`src/rtl/avl_params.svh`:
```
// Offsets, field positions, reset values and counts of the violation logger
`ifndef AVL_PARAMS_SVH
`define AVL_PARAMS_SVH

// Register indexes; byte address on the bus is four times the index
`define AVL_IDX_MODE      8'h00
`define AVL_IDX_IRQ_STAT  8'h01
`define AVL_IDX_IRQ_MASK  8'h02
`define AVL_IDX_CODE_HI   8'h80
`define AVL_IDX_CODE_LO   8'h81
`define AVL_IDX_FLAGS_HI  8'h82
`define AVL_IDX_FLAGS_LO  8'h83
`define AVL_IDX_GAP_A     8'h84
`define AVL_IDX_PC_HI     8'h85
`define AVL_IDX_PC_MID    8'h86
`define AVL_IDX_PC_LO     8'h87
`define AVL_IDX_GAP_B_LO  8'h88
`define AVL_IDX_GAP_B_HI  8'hFF

// Field positions
`define AVL_MODE_BIT      0
`define AVL_USER_BIT      7
`define AVL_XMASK_BIT     6
`define AVL_IMASK_BIT     4
`define AVL_IRQ_LOGGED    0
`define AVL_IRQ_MODESW    1
`define AVL_IRQ_W         2

// Mode encodings and reset values
`define AVL_MODE_SPECIAL  1'b0
`define AVL_MODE_NORMAL   1'b1
`define AVL_CLEAR_KEY     16'hFFFF
`define AVL_RST_BYTE      8'h00
`define AVL_RST_PC        24'h000000
`define AVL_RST_IRQ       2'h0

// Edges after reset release before the synchronised pin is valid
`define AVL_BOOT_CNT      2'h2

// AXI responses
`define AVL_RESP_OKAY     2'h0
`define AVL_RESP_SLVERR   2'h2

`endif

```
`src/rtl/avl_pkg.sv`:
```
// Types of the access violation logger
package avl_pkg;

  // Who caused the violation
  typedef enum logic [3:0] {
    AVL_INIT_NONE = 4'h0,
    AVL_INIT_CPU  = 4'h1,
    AVL_INIT_CNV0 = 4'h3,
    AVL_INIT_CNV1 = 4'h4,
    AVL_INIT_TRIG = 4'h5
  } avl_init_t;

  // Mode capture sequencer, one-hot
  typedef enum logic [1:0] {
    AVL_ST_BOOT = 2'b01,
    AVL_ST_RUN  = 2'b10
  } avl_state_t;

endpackage

```
`src/rtl/avl_logger.sv`:
```
// Mode select and access violation logger with an AXI4-Lite register slave
//
// Contract
// - External reset nrst is active low and holds mode logic in reset.
// - Mode bit loads from the mode-configuration pin when reset releases.
// - Mode bit only moves special to normal by write; readable always.
// - High code bits 7-4: initiator 0 none,1 CPU,3-4 converters,5 trigger.
// - Code high bits 3-0: target none, regs, RAM, EEPROM, flash, info row.
// - Code low bits 7-4 hold access kind: none, opcode, vector, load, store.
// - Code low bits 3-0 hold class: none, illegal range, uncorrectable ECC.
// - A CPU access violation loads a non-zero code into the pair.
// - Same cycle, capture the 24-bit program counter and flag snapshot.
// - A non-zero code blocks updates of code, counter and flag captures; a violation in the clearing write's cycle is still captured.
// - A 16-bit all-ones write clears the pair; other writes do nothing.
// - Flags high bit 7 holds the user/supervisor state at violation.
// - Flags low bit 6 holds the X-interrupt mask at violation.
// - Flags low bit 4 holds the I-interrupt mask; others read zero.
// - Flag bytes read anytime, never written, reset zero, set on new error.
//
// The AXI4-Lite slave port was decided locally.
`timescale 1ns/1ps
`include "avl_params.svh"
module avl_logger
  import avl_pkg::*;
#(
  parameter int ADDR_W = 12               // AXI address width
) (
  input  wire logic              clk,          // System bus clock
  input  wire logic              nrst,         // External reset, active low
  input  wire logic              modeConfigPin,// Mode strap pin, async
  // Violation detect side, same clock
  input  wire logic              errStrobe,    // One-cycle violation pulse
  input  wire logic [3:0]        faultInitiator,// Requester code
  input  wire logic [3:0]        faultTarget,  // Target code
  input  wire logic [3:0]        faultOpKind,  // Access kind code
  input  wire logic [3:0]        faultClass,   // Violation class code
  input  wire logic [23:0]       cpuProgCounter,// CPU program counter
  input  wire logic              cpuUserState, // CPU user/supervisor bit
  input  wire logic              cpuXirqMask,  // CPU X-interrupt mask
  input  wire logic              cpuIrqMask,   // CPU I-interrupt mask
  // AXI4-Lite slave
  input  wire logic [ADDR_W-1:0] awaddr,       // Write address
  input  wire logic              awvalid,      // Write address valid
  output logic                   awready,      // Write address ready
  input  wire logic [31:0]       wdata,        // Write data
  input  wire logic [3:0]        wstrb,        // Write byte lanes
  input  wire logic              wvalid,       // Write data valid
  output logic                   wready,       // Write data ready
  output logic [1:0]             bresp,        // Write response
  output logic                   bvalid,       // Write response valid
  input  wire logic              bready,       // Write response ready
  input  wire logic [ADDR_W-1:0] araddr,       // Read address
  input  wire logic              arvalid,      // Read address valid
  output logic                   arready,      // Read address ready
  output logic [31:0]            rdata,        // Read data
  output logic [1:0]             rresp,        // Read response
  output logic                   rvalid,       // Read data valid
  input  wire logic              rready,       // Read data ready
  // Status outputs
  output logic                   irq,          // Level interrupt
  output logic                   opMode,       // 1 normal, 0 special
  output logic                   logHeld       // Error pair non-zero
);

  // Indexes span bits [9:2]; narrower buses cannot reach indexes 80h to FFh
  if (ADDR_W < 10 || ADDR_W > 32) begin
    // Refused at elaboration, so no logic is built for a bad width
    $error("avl_logger: ADDR_W must be 10 to 32");
  end


  // Word index of a byte address
  function automatic logic [7:0] regIndex(input logic [ADDR_W-1:0] a);
    return a[9:2];
  endfunction

  // True when the address falls on a word inside the 256-word window
  function automatic logic inWindow(input logic [ADDR_W-1:0] a);
    logic ok;
    ok = (a[1:0] == 2'h0);
    if (ADDR_W > 10) begin
      ok = ok && ((a >> 10) == '0);
    end
    return ok;
  endfunction

  // True when the index names a location this block answers
  function automatic logic isMapped(input logic [7:0] idx);
    return (idx == `AVL_IDX_MODE) || (idx == `AVL_IDX_IRQ_STAT) ||
           (idx == `AVL_IDX_IRQ_MASK) || (idx >= `AVL_IDX_CODE_HI);
  endfunction

  // Synchronised strap and boot sequencer
  logic                 modePinSync;
  avl_state_t           state;
  logic [1:0]           bootCnt;

  // Register state
  logic [7:0]           codeHi;
  logic [7:0]           codeLo;
  logic [7:0]           flagsHi;
  logic [7:0]           flagsLo;
  logic [23:0]          pcCapture;
  logic                 modeBit;
  logic [`AVL_IRQ_W-1:0] irqStat;
  logic [`AVL_IRQ_W-1:0] irqMask;

  // Write channel holding registers
  logic                 awHeld;
  logic                 wHeld;
  logic [ADDR_W-1:0]    awAddrQ;
  logic [31:0]          wDataQ;
  logic [3:0]           wStrbQ;

  // Decoded write
  logic                 doWrite;
  logic [7:0]           wrIdx;
  logic                 wrOk;
  logic                 clearPair;
  logic                 modeWrite;
  logic                 captureNow;
  logic                 modeSwitch;
  logic [`AVL_IRQ_W-1:0] next_irqStat;

  avl_sync u_sync (
    .clk     (clk),
    .nrst    (nrst),
    .pinIn   (modeConfigPin),
    .pinSync (modePinSync)
  );

  // Mode bit capture after release; reset itself only loads constants
  always_ff @(posedge clk or negedge nrst) begin
    if (!nrst) begin
      state   <= AVL_ST_BOOT;
      bootCnt <= 2'h0;
    end else begin
      case (state)
        AVL_ST_BOOT: begin
          if (bootCnt == `AVL_BOOT_CNT) begin
            state <= AVL_ST_RUN;
          end else begin
            bootCnt <= bootCnt + 2'h1;
          end
        end
        AVL_ST_RUN: begin
          state <= AVL_ST_RUN;
        end
        default: begin
          state <= AVL_ST_BOOT;
        end
      endcase
    end
  end

  // Write decode
  assign doWrite   = awHeld && wHeld && !bvalid;
  assign wrIdx     = regIndex(awAddrQ);
  assign wrOk      = doWrite && inWindow(awAddrQ);
  // Pair clears only on a full 16-bit all-ones write at the pair address
  assign clearPair = wrOk && (wrIdx == `AVL_IDX_CODE_HI) &&
                     (wStrbQ[1:0] == 2'h3) &&
                     (wDataQ[15:0] == `AVL_CLEAR_KEY);
  // Only the special-to-normal step is taken
  assign modeWrite = wrOk && (wrIdx == `AVL_IDX_MODE) && wStrbQ[0] &&
                     (state == AVL_ST_RUN) &&
                     (modeBit == `AVL_MODE_SPECIAL) &&
                     (wDataQ[`AVL_MODE_BIT] == `AVL_MODE_NORMAL);
  assign modeSwitch = modeWrite;
  // Capture only a non-zero code, and only while the pair is empty or is being cleared in the same cycle
  assign captureNow = errStrobe &&
                      ({faultInitiator, faultTarget,
                        faultOpKind, faultClass} != 16'h0000) &&
                      (({codeHi, codeLo} == 16'h0000) || clearPair);

  // Mode bit: strap at boot, then one allowed step
  always_ff @(posedge clk or negedge nrst) begin
    if (!nrst) begin
      modeBit <= `AVL_MODE_SPECIAL;
    end else if (state == AVL_ST_BOOT && bootCnt == `AVL_BOOT_CNT) begin
      modeBit <= modePinSync;
    end else if (modeWrite) begin
      modeBit <= `AVL_MODE_NORMAL;
    end
  end

  // Error code pair; a violation in the clear cycle is kept
  always_ff @(posedge clk or negedge nrst) begin
    if (!nrst) begin
      codeHi <= `AVL_RST_BYTE;
      codeLo <= `AVL_RST_BYTE;
    end else if (captureNow) begin
      codeHi <= {faultInitiator, faultTarget};
      codeLo <= {faultOpKind, faultClass};
    end else if (clearPair) begin
      codeHi <= `AVL_RST_BYTE;
      codeLo <= `AVL_RST_BYTE;
    end
  end

  // Snapshot of CPU state, loaded with the code and never by software
  always_ff @(posedge clk or negedge nrst) begin
    if (!nrst) begin
      flagsHi   <= `AVL_RST_BYTE;
      flagsLo   <= `AVL_RST_BYTE;
      pcCapture <= `AVL_RST_PC;
    end else if (captureNow) begin
      pcCapture <= cpuProgCounter;
      flagsHi   <= `AVL_RST_BYTE;
      flagsLo   <= `AVL_RST_BYTE;
      flagsHi[`AVL_USER_BIT]  <= cpuUserState;
      flagsLo[`AVL_XMASK_BIT] <= cpuXirqMask;
      flagsLo[`AVL_IMASK_BIT] <= cpuIrqMask;
    end
  end

  // Sticky events; a new event beats a write-one clear
  always_comb begin
    next_irqStat = irqStat;
    if (wrOk && (wrIdx == `AVL_IDX_IRQ_STAT) && wStrbQ[0]) begin
      next_irqStat = irqStat & ~wDataQ[`AVL_IRQ_W-1:0];
    end
    if (captureNow) begin
      next_irqStat[`AVL_IRQ_LOGGED] = 1'b1;
    end
    if (modeSwitch) begin
      next_irqStat[`AVL_IRQ_MODESW] = 1'b1;
    end
  end

  // Interrupt status and mask
  always_ff @(posedge clk or negedge nrst) begin
    if (!nrst) begin
      irqStat <= `AVL_RST_IRQ;
      irqMask <= `AVL_RST_IRQ;
    end else begin
      irqStat <= next_irqStat;
      if (wrOk && (wrIdx == `AVL_IDX_IRQ_MASK) && wStrbQ[0]) begin
        irqMask <= wDataQ[`AVL_IRQ_W-1:0];
      end
    end
  end

  // Registered status outputs; irq trails status by one cycle
  always_ff @(posedge clk or negedge nrst) begin
    if (!nrst) begin
      irq     <= 1'b0;
      opMode  <= `AVL_MODE_SPECIAL;
      logHeld <= 1'b0;
    end else begin
      irq     <= |(irqStat & irqMask);
      opMode  <= modeBit;
      logHeld <= ({codeHi, codeLo} != 16'h0000);
    end
  end

  // Write channels: address and data taken in either order
  always_ff @(posedge clk or negedge nrst) begin
    if (!nrst) begin
      awready <= 1'b1;
      wready  <= 1'b1;
      awHeld  <= 1'b0;
      wHeld   <= 1'b0;
      awAddrQ <= '0;
      wDataQ  <= 32'h00000000;
      wStrbQ  <= 4'h0;
      bvalid  <= 1'b0;
      bresp   <= `AVL_RESP_OKAY;
    end else begin
      if (awvalid && awready) begin
        awHeld  <= 1'b1;
        awAddrQ <= awaddr;
        awready <= 1'b0;
      end
      if (wvalid && wready) begin
        wHeld  <= 1'b1;
        wDataQ <= wdata;
        wStrbQ <= wstrb;
        wready <= 1'b0;
      end
      if (doWrite) begin
        awHeld <= 1'b0;
        wHeld  <= 1'b0;
        bvalid <= 1'b1;
        // Gaps 84h and 88h-FFh answer OKAY and drop the data; other gaps answer SLVERR
        bresp  <= (inWindow(awAddrQ) && isMapped(wrIdx)) ?
                  `AVL_RESP_OKAY : `AVL_RESP_SLVERR;
      end
      if (bvalid && bready) begin
        bvalid  <= 1'b0;
        awready <= 1'b1;
        wready  <= 1'b1;
      end
    end
  end

  // Read data mux; unnamed bits and gaps read zero
  function automatic logic [7:0] readByte(input logic [7:0] idx);
    logic [7:0] v;
    v = 8'h00;
    case (idx)
      `AVL_IDX_MODE:     v[`AVL_MODE_BIT] = modeBit;
      `AVL_IDX_IRQ_STAT: v[`AVL_IRQ_W-1:0] = irqStat;
      `AVL_IDX_IRQ_MASK: v[`AVL_IRQ_W-1:0] = irqMask;
      `AVL_IDX_CODE_HI:  v = codeHi;
      `AVL_IDX_CODE_LO:  v = codeLo;
      `AVL_IDX_FLAGS_HI: v = flagsHi;
      `AVL_IDX_FLAGS_LO: v = flagsLo;
      `AVL_IDX_PC_HI:    v = pcCapture[23:16];
      `AVL_IDX_PC_MID:   v = pcCapture[15:8];
      `AVL_IDX_PC_LO:    v = pcCapture[7:0];
      default:           v = 8'h00;
    endcase
    return v;
  endfunction

  // Read channel: one read at a time, data one cycle after the address
  always_ff @(posedge clk or negedge nrst) begin
    if (!nrst) begin
      arready <= 1'b1;
      rvalid  <= 1'b0;
      rdata   <= 32'h00000000;
      rresp   <= `AVL_RESP_OKAY;
    end else begin
      if (arvalid && arready) begin
        arready <= 1'b0;
        rvalid  <= 1'b1;
        if (inWindow(araddr) && isMapped(regIndex(araddr))) begin
          rdata <= {24'h000000, readByte(regIndex(araddr))};
          rresp <= `AVL_RESP_OKAY;
        end else begin
          rdata <= 32'h00000000;
          rresp <= `AVL_RESP_SLVERR;
        end
      end else if (rvalid && rready) begin
        rvalid  <= 1'b0;
        arready <= 1'b1;
      end
    end
  end

endmodule

```
`src/rtl/avl_sync.sv`:
```
// Two-flop synchroniser for the mode-configuration pin
`timescale 1ns/1ps
module avl_sync (
  input  wire logic clk,      // System clock
  input  wire logic nrst,     // Async reset, active low
  input  wire logic pinIn,    // Asynchronous pin level
  output logic      pinSync   // Level safe to read in clk domain
);

  logic stage1;

  // First stage feeds only the second stage
  always_ff @(posedge clk or negedge nrst) begin
    if (!nrst) begin
      stage1  <= 1'b0;
      pinSync <= 1'b0;
    end else begin
      stage1  <= pinIn;
      pinSync <= stage1;
    end
  end

endmodule

```
`config.mk`:
```
export PLATFORM = sky130hd
export DESIGN_NAME = avl_logger
export DESIGN_NICKNAME = d
export VERILOG_FILES = /design/src/rtl/avl_pkg.sv /design/src/rtl/avl_logger.sv /design/src/rtl/avl_sync.sv
export VERILOG_INCLUDE_DIRS = /design/src /design/src/rtl
export SDC_FILE = /design/constraint.sdc
export NUM_CORES = 1
export LEC_CHECK = 0
export BUFFER_PORTS_ARGS = -buffer_cell sky130_fd_sc_hd__buf_2
export CAP_MARGIN = 20
export CELL_PAD_IN_SITES_DETAIL_PLACEMENT = 1
export CELL_PAD_IN_SITES_GLOBAL_PLACEMENT = 1
export CORE_MARGIN = 8
export CORE_UTILIZATION = 40
export DETAILED_ROUTE_END_ITERATION = 16
export GPL_ROUTABILITY_DRIVEN = 0
export MAX_ROUTING_LAYER = met4
export PLACE_DENSITY_LB_ADDON = 0.1
export SLEW_MARGIN = 20
export SYNTH_ARGS = -nofsm -noshare
export SYNTH_HDL_FRONTEND = slang
export SYNTH_SLANG_ARGS = --single-unit
export TNS_END_PERCENT = 100
```
`constraint.sdc`:
```
create_clock -name clk -period 6.86 [get_ports clk]
set_clock_uncertainty 0.2 [all_clocks]
set_input_delay 1.372 -clock clk [delete_from_list [all_inputs] [get_ports clk]]
set_output_delay 1.372 -clock clk [all_outputs]
set_load 0.1 [all_outputs]
```
==> flow_summary.yaml, run 1 <==
detailed_routing:
  vias: 3428
  drt_iter0_drc: 113
  avgViaCountPerCell: 5.27
  ant_nets: 0
  drc: 0
  first_pass_iters: 4
  wl_per_cell_um: 18.4
  routed_wl_um: 11900
timing:
  holdWs_ns: 0.157
  setup_tns_ns: 0
  fmax_mhz: 308
  setup_viol: 0
  period_needed_ns: 3.25
  tightestPinTransition_ns: 0.897
  hold_viol: 0
  max_slew_margin_pct: 39.4
  drv_slew: 0
  fin_crit_sh_pct: 47.4
  rsz0062_at_grt: "false"
cts:
  path_clk_slew_ns: 0.07
  cts_resized: 0
  cts_tree: "built"
  cts.root.buffer_cell: "clkbuf_16"
  clock_path_buffers: 2
  numCtsBuffers: 9
  post_cts_buffers: 0
  htreeDepth: 3
  clock_sinks: 104
  worstSkewPairLatency_ns: 0.34
  cts-hold-fix-buffers: 0
synth:
  ys_seq_area_share_pct: 54.8
  synth.top_cells.by_area: "dfrtp_1 (53%), mux2_2 (13%), buf_4 (4.1%), a22o_1 (3.5%), dfstp_2 (2.2%)"
  synth_most_common_cell: "dfrtp_1"
  yosysTopAreaCell: "dfrtp_1"
  ys_ff_latch: 104
  synth_edf_count: 0
  synthesis.area_um2: 4760
  yosysWarnings: 0
  ys_types: 55
  synth_area_per_cell_um2: 12.2
  netlist_top_cells_count: "dfrtp_1 (100), mux2_2 (57), buf_4 (26)"
  async_flop_share_pct: 100
  synth.top_cell.area_share_pct: 52.6
  synth_ff_type: "dfrtp_1"
  syn_inst: 390
floorplan:
  die_x_um: 125
  core-area_um2: 11800
  start_util_pct: 40.3
  io_pins: 156
  die_area_um2: 15600
  die_height_um: 125
  std_cell_rows: 40
power_and_ir_drop:
  p_per_area_nw_per_um2: 367
  sw_frac_of_total_pct: 34.1
  power.leakage_nw: 2.63
  p_int_mw: 1.35
  p_seq_share_pct: 48.9
  p_comb_share_pct: 27.7
  pwr-share-clk_pct: 23.3
  irDropWorstVdd_v: 0.000263
  p_sw_uw: 701
setup_path:
  crit_type: "primary input to flip-flop"
  end_kind: "flip-flop"
  required_ns: 6.93
  crit_arrival_ns: 3.32
  worstPathMaxFanout: 7
  startpoint_type: "primary input"
final_layout:
  syn_to_final_growth_pct: 17.8
  nets: 613
  multi_input_area_um2: 1920
  seqCellArea_um2: 2610
  nFillCells: 1304
  layout-drive-gt1-share_pct: 38.6
global_route:
  grt_max_degree: 57
  globalRouteOverflowTotal: 0
  antenna_found_initial: 1
  first_global_vias: 3871
  grt_pass1_wl_um: 19800
  track_usage_pct: 16.2
worst_hold_path:
  holdCritPathClass: "flip-flop to flip-flop"
placed_design:
  dp_hpwl_um: 8950
  port_buffers: 111
run_status:
  outcome: "finished clean"
flow_run:
  drv_cap: 0
## cell usage in the layout (no fill, tap or decap), types with 4 or more instances in the layout
cell type and count:
a21oi_1 6, a22o_1 19, a22oi_1 10, buf_2 110
clkbuf_16 9, conb_1 26, dfrtp_1 100, dfstp_2 4
inv_1 12, mux2_2 57, mux2i_1 9, nand2_1 21
nand3_1 6, nand4_1 8, nor2_1 13, nor3_1 5
nor4_1 12, o21ai_0 16
## registers in the layout, indices dropped and copies added, names as in the netlist, 2 cells and up
register	flops
pcCapture	24
wDataQ	16
awAddrQ	12
codeHi	8
codeLo	8
rdata	8
bootCnt	2
flagsLo	2
irqMask	2
irqStat	2
state	2
wStrbQ	2
## critical path, cell delays in order
cell	delay, ns
buf_2	0.15
nor4_1	0.47
nand4_1	0.23
nor4b_1	0.82
a22oi_1	0.16
nand2_1	0.12
## worst paths after layout
kind | slack, ns | from | cells past startpoint | to
worst max-delay path | 3.61 | araddr[5] | 6 | rdata[4]$_DFFE_PN0P_
worst min register to register | 0.16 | u_sync.stage1$_DFF_PN0_ | 0 | u_sync.pinSync$_DFF_PN0_
worst min-delay path | 0.16 | u_sync.stage1$_DFF_PN0_ | 0 | u_sync.pinSync$_DFF_PN0_
worst max register to register | 4.14 | awAddrQ[1]$_DFFE_PN0P_ | 6 | pcCapture[19]$_DFFE_PN0P_
min in group asynchronous | 0.85 | nrst | 1 | pcCapture[20]$_DFFE_PN0P_
max in group asynchronous | 4.45 | nrst | 2 | wDataQ[9]$_DFFE_PN0P_
## per-stage QoR
stage	worst slack [ns]	std cells	power, mW	util (%)	cell area (um2)
3_3_place_gp	3.25	634	1.56	45.2	5330
5_1_grt	3.35	651	2.18	47.5	5610
6_report	3.61	651	2.05	47.5	5610
2_1_floorplan	3.92	415	1.44	-	4850
4_1_cts	3.62	650	2.08	47.4	5600
3_5_place_dp	3.26	634	1.59	45.2	5330
## kinds of logic after synthesis
group,count (synthesis),share of synthesized area (%)
simple gates,85,9.83
xor+xnor,1,0.184
other cells,1,0.0788
fa+ha+maj,3,0.789
compound gates,75,11.7
buf+inv,53,6.73
flops,104,54.8
mux,68,15.9
## cell type report
cell class / instances / area share [%]
Sequential cell: 104 / 46.5
Multi-Input combinational cell: 258 / 34.3
Timing Repair Buffer: 113 / 10.2
Clock buffer: 13 / 4.46
Tap cell: 147 / 3.28
Inverter: 12 / 0.803
Clock inverter: 3 / 0.357
Antenna cell: 1 / 0.0446
## layer usage
metal / wire, um / track usage (%) / vias up
li1: - / - / 1612
met1: 5570 / 19.8 / 1712
met2: 5640 / 25.6 / 95
met3: 587 / 4.04 / 9
met4: 149 / 6.02 / 0
met5: 0 / - / -
## power by group through the flow
stage                     sequential, mW  combinational [mW]  clock [mW]
after floorplan                     1.06               0.383           0
after global placement              1.00               0.557           0
after detailed placement            1.02               0.576           0
after CTS                           1.01               0.578       0.495
after global routing                1.04               0.620       0.520
final                               1.01               0.570       0.480
Power figures use the tool's default switching activity.
==> run 2, diff against run 1 <==
Settings changed: CORE_UTILIZATION 40 to 35.
Clock period 6.86 ns to 2.7 ns, I/O delays scaled along.
==> flow_summary.yaml, run 2 (same netlist as run 1, synthesis figures left out) <==
detailed_routing:
  ant_nets: 0
  vias: 3397
  met3_wirelength_um: 798
  wl_per_cell_um: 17.7
  avgViaCountPerCell: 4.93
  drt_iter0_drc: 160
  dr_wl_met2_um: 5710
  first_pass_iters: 6
  routed_wl_um: 12200
  drc: 0
  top_layer: "met4"
  wl_met1_um: 5540
placed_design:
  dp_hpwl_um: 9590
  dpl_cell_area_um2: 5440
  port_buffers: 111
  post-place-ws_ns: 0.147
setup_path:
  end_kind: "flip-flop"
  crit_chain: "or4_4, nor3_4, nand3_2, a21oi_4, buf_12, mux2_1"
  crit_type: "flip-flop to flip-flop"
  worstPathMaxFanout: 44
  worst-path-buf-inv: 1
  crit_arrival_ns: 2.58
  critical-path-max-stage-delay_ns: 0.56
  cpMaxStageDelayCell: "or4_4"
  startpoint_type: "flip-flop"
  required_ns: 2.73
  crit_family: "simple AND/OR/NAND/NOR gates"
run_status:
  outcome: "finished clean"
timing:
  period_needed_ns: 2.55
  fmax_mhz: 392
  hold_viol: 0
  layout_setup_ws_ns: 0.150
  fin_crit_sh_pct: 94.4
  max_slew_margin_pct: 58.1
  rsz0062_at_grt: "false"
  tightestPinTransition_ns: 0.626
  setup_viol: 0
  drv_slew: 0
  setup_tns_ns: 0
floorplan:
  die_height_um: 133
  start_util_pct: 35.9
  die_area_um2: 17600
  core-area_um2: 13200
  io_pins: 156
  std_cell_rows: 42
  die_x_um: 133
global_route:
  grt_max_degree: 45
  antenna_found_initial: 3
  track_usage_pct: 14.6
  first_global_vias: 3773
  globalRouteOverflowTotal: 0
  grt_pass1_wl_um: 19800
final_layout:
  largest-register: "pcCapture"
  design_area_um2: 5760
  syn_to_final_growth_pct: 21.0
  nets: 620
  mostFrequentLayoutCells: "buf_2 (110), dfrtp_1 (100), mux2_2 (57)"
  largest_reg_flops: 24
  top_regs: "pcCapture (24), wDataQ (16), awAddrQ (12)"
  layout-drive-gt1-share_pct: 39.4
  layout_commonest_cell: "buf_2"
cts:
  clock_path_buffers: 2
  path_clk_slew_ns: 0.07
  htreeDepth: 3
  post_cts_buffers: 0
  numCtsBuffers: 9
  worstSkewPairLatency_ns: 0.35
  clock_sinks: 104
  cts.root.buffer_cell: "clkbuf_16"
  cts_tree: "built"
power_and_ir_drop:
  p_sw_mw: 1.78
  power.leakage_nw: 2.70
  sw_frac_of_total_pct: 33.4
  irDropWorstVdd_v: 0.000590
  pwr-share-clk_pct: 24.5
  p_comb_share_pct: 27.2
  p_int_mw: 3.55
  p_seq_share_pct: 48.3
  p_per_area_nw_per_um2: 926
flow_run:
  drv_cap: 0
worst_hold_path:
  holdCritPathClass: "primary input to flip-flop"
==> run 2: per-stage QoR <==
step / std cells / hold WS, ns / power (mW) / utilization (%)
CTS: 686 / 0.0781 / 5.42 / 43.4
detailed placement: 669 / 0.140 / 4.08 / 41.1
floorplan: 415 / 0.0444 / 3.65 / -
global route: 689 / 0.0872 / 5.66 / 43.5
global placement: 669 / 0.134 / 4.00 / 41.1
finish: 689 / 0.0939 / 5.33 / 43.5
==> run 2: path summary, 6_finish.rpt <==
| check | start | end | slack [ns] | depth (start not counted) |
|---|---|---|---|---|
| min | modeConfigPin | u_sync.stage1$_DFF_PN0_ | 0.09 | 1 |
| max | awAddrQ[1]$_DFFE_PN0P_ | pcCapture[22]$_DFFE_PN0P_ | 0.15 | 6 |
| min reg2reg | u_sync.stage1$_DFF_PN0_ | u_sync.pinSync$_DFF_PN0_ | 0.15 | 0 |
| max reg2reg | awAddrQ[1]$_DFFE_PN0P_ | pcCapture[22]$_DFFE_PN0P_ | 0.15 | 6 |
| min in group asynchronous | nrst | pcCapture[20]$_DFFE_PN0P_ | 0.50 | 2 |
| max in group asynchronous | nrst | awready$_DFFE_PN1P_ | 1.11 | 3 |
==> run 2: timing repair <==
action | in CTS | in global routing
hold buffers | 1 | 0
endpoints found under the hold margin | 34 | 0
endpoints found under the setup margin | 0 | 0
resized for setup | 0 | 0
==> run 2: power groups by stage <==
stage          combinational (mW)  sequential, mW  clock, mW
6_report                     1.45            2.57       1.31
5_1_grt                      1.58            2.67       1.41
4_1_cts                      1.48            2.58       1.36
3_5_place_dp                 1.47            2.61          0
3_3_place_gp                 1.43            2.57          0
2_1_floorplan               0.972            2.68          0
==> run 2: worst reg2reg max path, delay by kind of cell (launching register included) <==
kind                   cells  cell delay, ns
DFF                        1            0.39
AOI/OAI and AO/OA          1            0.21
muxes                      1            0.38
and+or+nand+nor            3            0.98
buffers and inverters      1            0.26
==> run 2: final cells by class <==
type | count | area (um2)
Clock inverter | 4 | 52.6
Fill cell | 1484 | 7490
Sequential cell | 104 | 2610
Antenna cell | 3 | 7.51
Inverter | 12 | 45.0
Tap cell | 176 | 220
Timing Repair Buffer | 120 | 653
Multi-Input combinational cell | 258 | 1920
Clock buffer | 12 | 246
==> run 2: metal layers <==
layer	up-vias	global-route usage (%)
li1	1620	-
met1	1668	17.1
met2	97	23.1
met3	12	5.41
met4	0	4.04
met5	-	-
==> run 3, diff against run 2 <==
Settings changed: ABC_AREA set to 1, CORE_UTILIZATION 35 to 40.
Clock period 2.7 ns to 3 ns, I/O delays scaled along.
==> flow_summary.yaml, run 3 <==
setup_path:
  crit_type: "flip-flop to flip-flop"
  startpoint_type: "flip-flop"
  crit_start: "bvalid$_DFFE_PN0P_"
  crit_arrival_ns: 2.34
  required_ns: 3.09
  r2r-start: "bvalid$_DFFE_PN0P_"
  worstPathMaxFanout: 26
  end_kind: "flip-flop"
synth:
  async_flop_share_pct: 100
  synth_edf_count: 0
  ys_seq_area_share_pct: 49.7
  ys_ff_latch: 104
  netlist_top_cells_count: "nand2_1 (230), nand3_1 (102), dfrtp_1 (100)"
  synth_most_common_cell: "nand2_1"
  synth_area_per_cell_um2: 7.80
  synth_ff_type: "dfrtp_1"
  synth.top_cells.by_area: "dfrtp_1 (48%), nand2_1 (16%), nand3_1 (9.7%), buf_4 (4.7%), nor2_1 (4.5%)"
  yosysWarnings: 0
  synthesis.area_um2: 5240
  syn_inst: 672
  synth.top_cell.area_share_pct: 47.7
  ys_types: 31
  yosysTopAreaCell: "dfrtp_1"
cts:
  numCtsBuffers: 9
  clock_path_buffers: 2
  post_cts_buffers: 0
  cts_resized: 0
  cts_tree: "built"
  clock_sinks: 104
  path_clk_slew_ns: 0.07
  htreeDepth: 3
  cts.root.buffer_cell: "clkbuf_16"
  worstSkewPairLatency_ns: 0.35
  cts-hold-fix-buffers: 0
global_route:
  antenna_found_initial: 0
  met2_usage_pct: 30.4
  track_usage_pct: 19.1
  grt_pass1_wl_um: 24800
  grt_use_met1_pct: 24.3
  grt_use_met3_pct: 2.92
  first_global_vias: 5142
  globalRouteOverflowTotal: 0
  grt_max_degree: 105
  gr-max-usage-layer: "met2"
detailed_routing:
  first_pass_iters: 4
  drt_iter0_drc: 305
  wl_per_cell_um: 15.6
  ant_nets: 0
  vias: 4741
  avgViaCountPerCell: 4.95
  routed_wl_um: 14900
  drc: 0
power_and_ir_drop:
  pwr-share-clk_pct: 23.7
  p_seq_share_pct: 47.1
  total_power_mw: 4.82
  power.leakage_nw: 3.27
  p_int_mw: 2.89
  p_comb_share_pct: 29.2
  p_sw_mw: 1.93
  p_per_area_nw_per_um2: 784
  irDropWorstVdd_v: 0.000344
  sw_frac_of_total_pct: 40.0
floorplan:
  die_x_um: 130
  io_pins: 156
  core-area_um2: 13000
  die_height_um: 130
  std_cell_rows: 42
  die_area_um2: 17000
  start_util_pct: 40.2
timing:
  max_slew_margin_pct: 57.6
  fin_crit_sh_pct: 74.9
  fmax_mhz: 445
  period_needed_ns: 2.25
  drv_slew: 0
  tightestPinTransition_ns: 0.635
  rsz0062_at_grt: "false"
  hold_viol: 0
  setup_tns_ns: 0
  setup_viol: 0
final_layout:
  syn_to_final_growth_pct: 17.3
  layout-drive-gt1-share_pct: 19.6
  largest-register: "pcCapture"
  top_regs: "pcCapture (24), wDataQ (16), awAddrQ (12)"
  largest_reg_flops: 24
  n_antenna_cell: 0
  layout_commonest_cell: "nand2_1"
  nets: 892
  mostFrequentLayoutCells: "nand2_1 (230), buf_2 (110), nand3_1 (102)"
placed_design:
  dp_hpwl_um: 11100
  port_buffers: 111
run_status:
  outcome: "finished clean"
worst_hold_path:
  holdCritPathClass: "primary input to async pin"
flow_run:
  drv_cap: 0
## run 3: changes by cell type in the layout (fill, tap and decap cells not counted), sizes merged, moves of 14 or more
cell and delta:
nand2 +211, nand3 +97, mux2 -59, nor2 +56, inv +31, a22o -18
o211ai +16, o21ai +14
## run 3: layout make-up
class | count | area, um2
Fill cell | 1690 | 6880
Sequential cell | 104 | 2610
Multi-Input combinational cell | 499 | 2240
Timing Repair Buffer | 120 | 638
Clock buffer | 11 | 243
Tap cell | 176 | 220
Inverter | 43 | 161
Clock inverter | 5 | 41.3
## run 3: metal layers
layer  share of wire, %  vias up
li1                   -     2314
met4                1.5        0
met5                  0        -
met1                 47     2306
met3                3.8       18
met2                 48      103
## run 3: power groups by stage
stage,Combinational (mW),Sequential (mW),Clock [mW]
detailed placement,1.41,2.27,0
global placement,1.35,2.25,0
floorplan,0.868,2.42,0
global route,1.59,2.32,1.22
CTS,1.43,2.26,1.17
finish,1.41,2.27,1.14
## run 3: path summary, 6_finish.rpt
kind                       cells past startpoint                  endpoint  slack, ns
max                                            8  pcCapture[0]$_DFFE_PN0P_       0.75
min in group clk                               1   u_sync.stage1$_DFF_PN0_       0.15
max reg2reg                                    8  pcCapture[0]$_DFFE_PN0P_       0.75
min reg2reg                                    0  u_sync.pinSync$_DFF_PN0_       0.15
max in group asynchronous                      2     codeHi[7]$_DFFE_PN0P_       2.07
min                                            2    bootCnt[1]$_DFFE_PN0P_       0.11
## run 3: cells by family after synthesis
group / share of synthesized area, %
XOR/XNOR: 0.167
adder cells (fa/ha/maj): 0.716
AO/OA/AOI/OAI: 6.37
flip-flops: 49.7
buffers and inverters: 9.45
other: 0.0715
AND/OR/NAND/NOR: 33.5
## run 3: worst max-delay path: stages, from the launching register on
cell	delay (ns)
dfrtp_1	0.41
inv_2	0.08
nand3_2	0.13
nor3_4	0.28
nand3_4	0.25
nand2_4	0.27
buf_4	0.30
nand3_1	0.15
nand2_1	0.09
## run 3: through the flow
| stage | worst slack [ns] | instance area (um2) | hold slack, ns | util [%] | instances |
|---|---|---|---|---|---|
| 5_1_grt | 0.573 | 6150 | 0.145 | 47.2 | 958 |
| 2_1_floorplan | 0.853 | 5340 | 0.104 | - | 697 |
| 4_1_cts | 0.715 | 6150 | 0.130 | 47.2 | 958 |
| 6_report | 0.754 | 6150 | 0.111 | 47.2 | 958 |
| 3_3_place_gp | 0.791 | 5860 | 0.136 | 45.0 | 942 |
| 3_5_place_dp | 0.728 | 5860 | 0.140 | 45.0 | 942 |
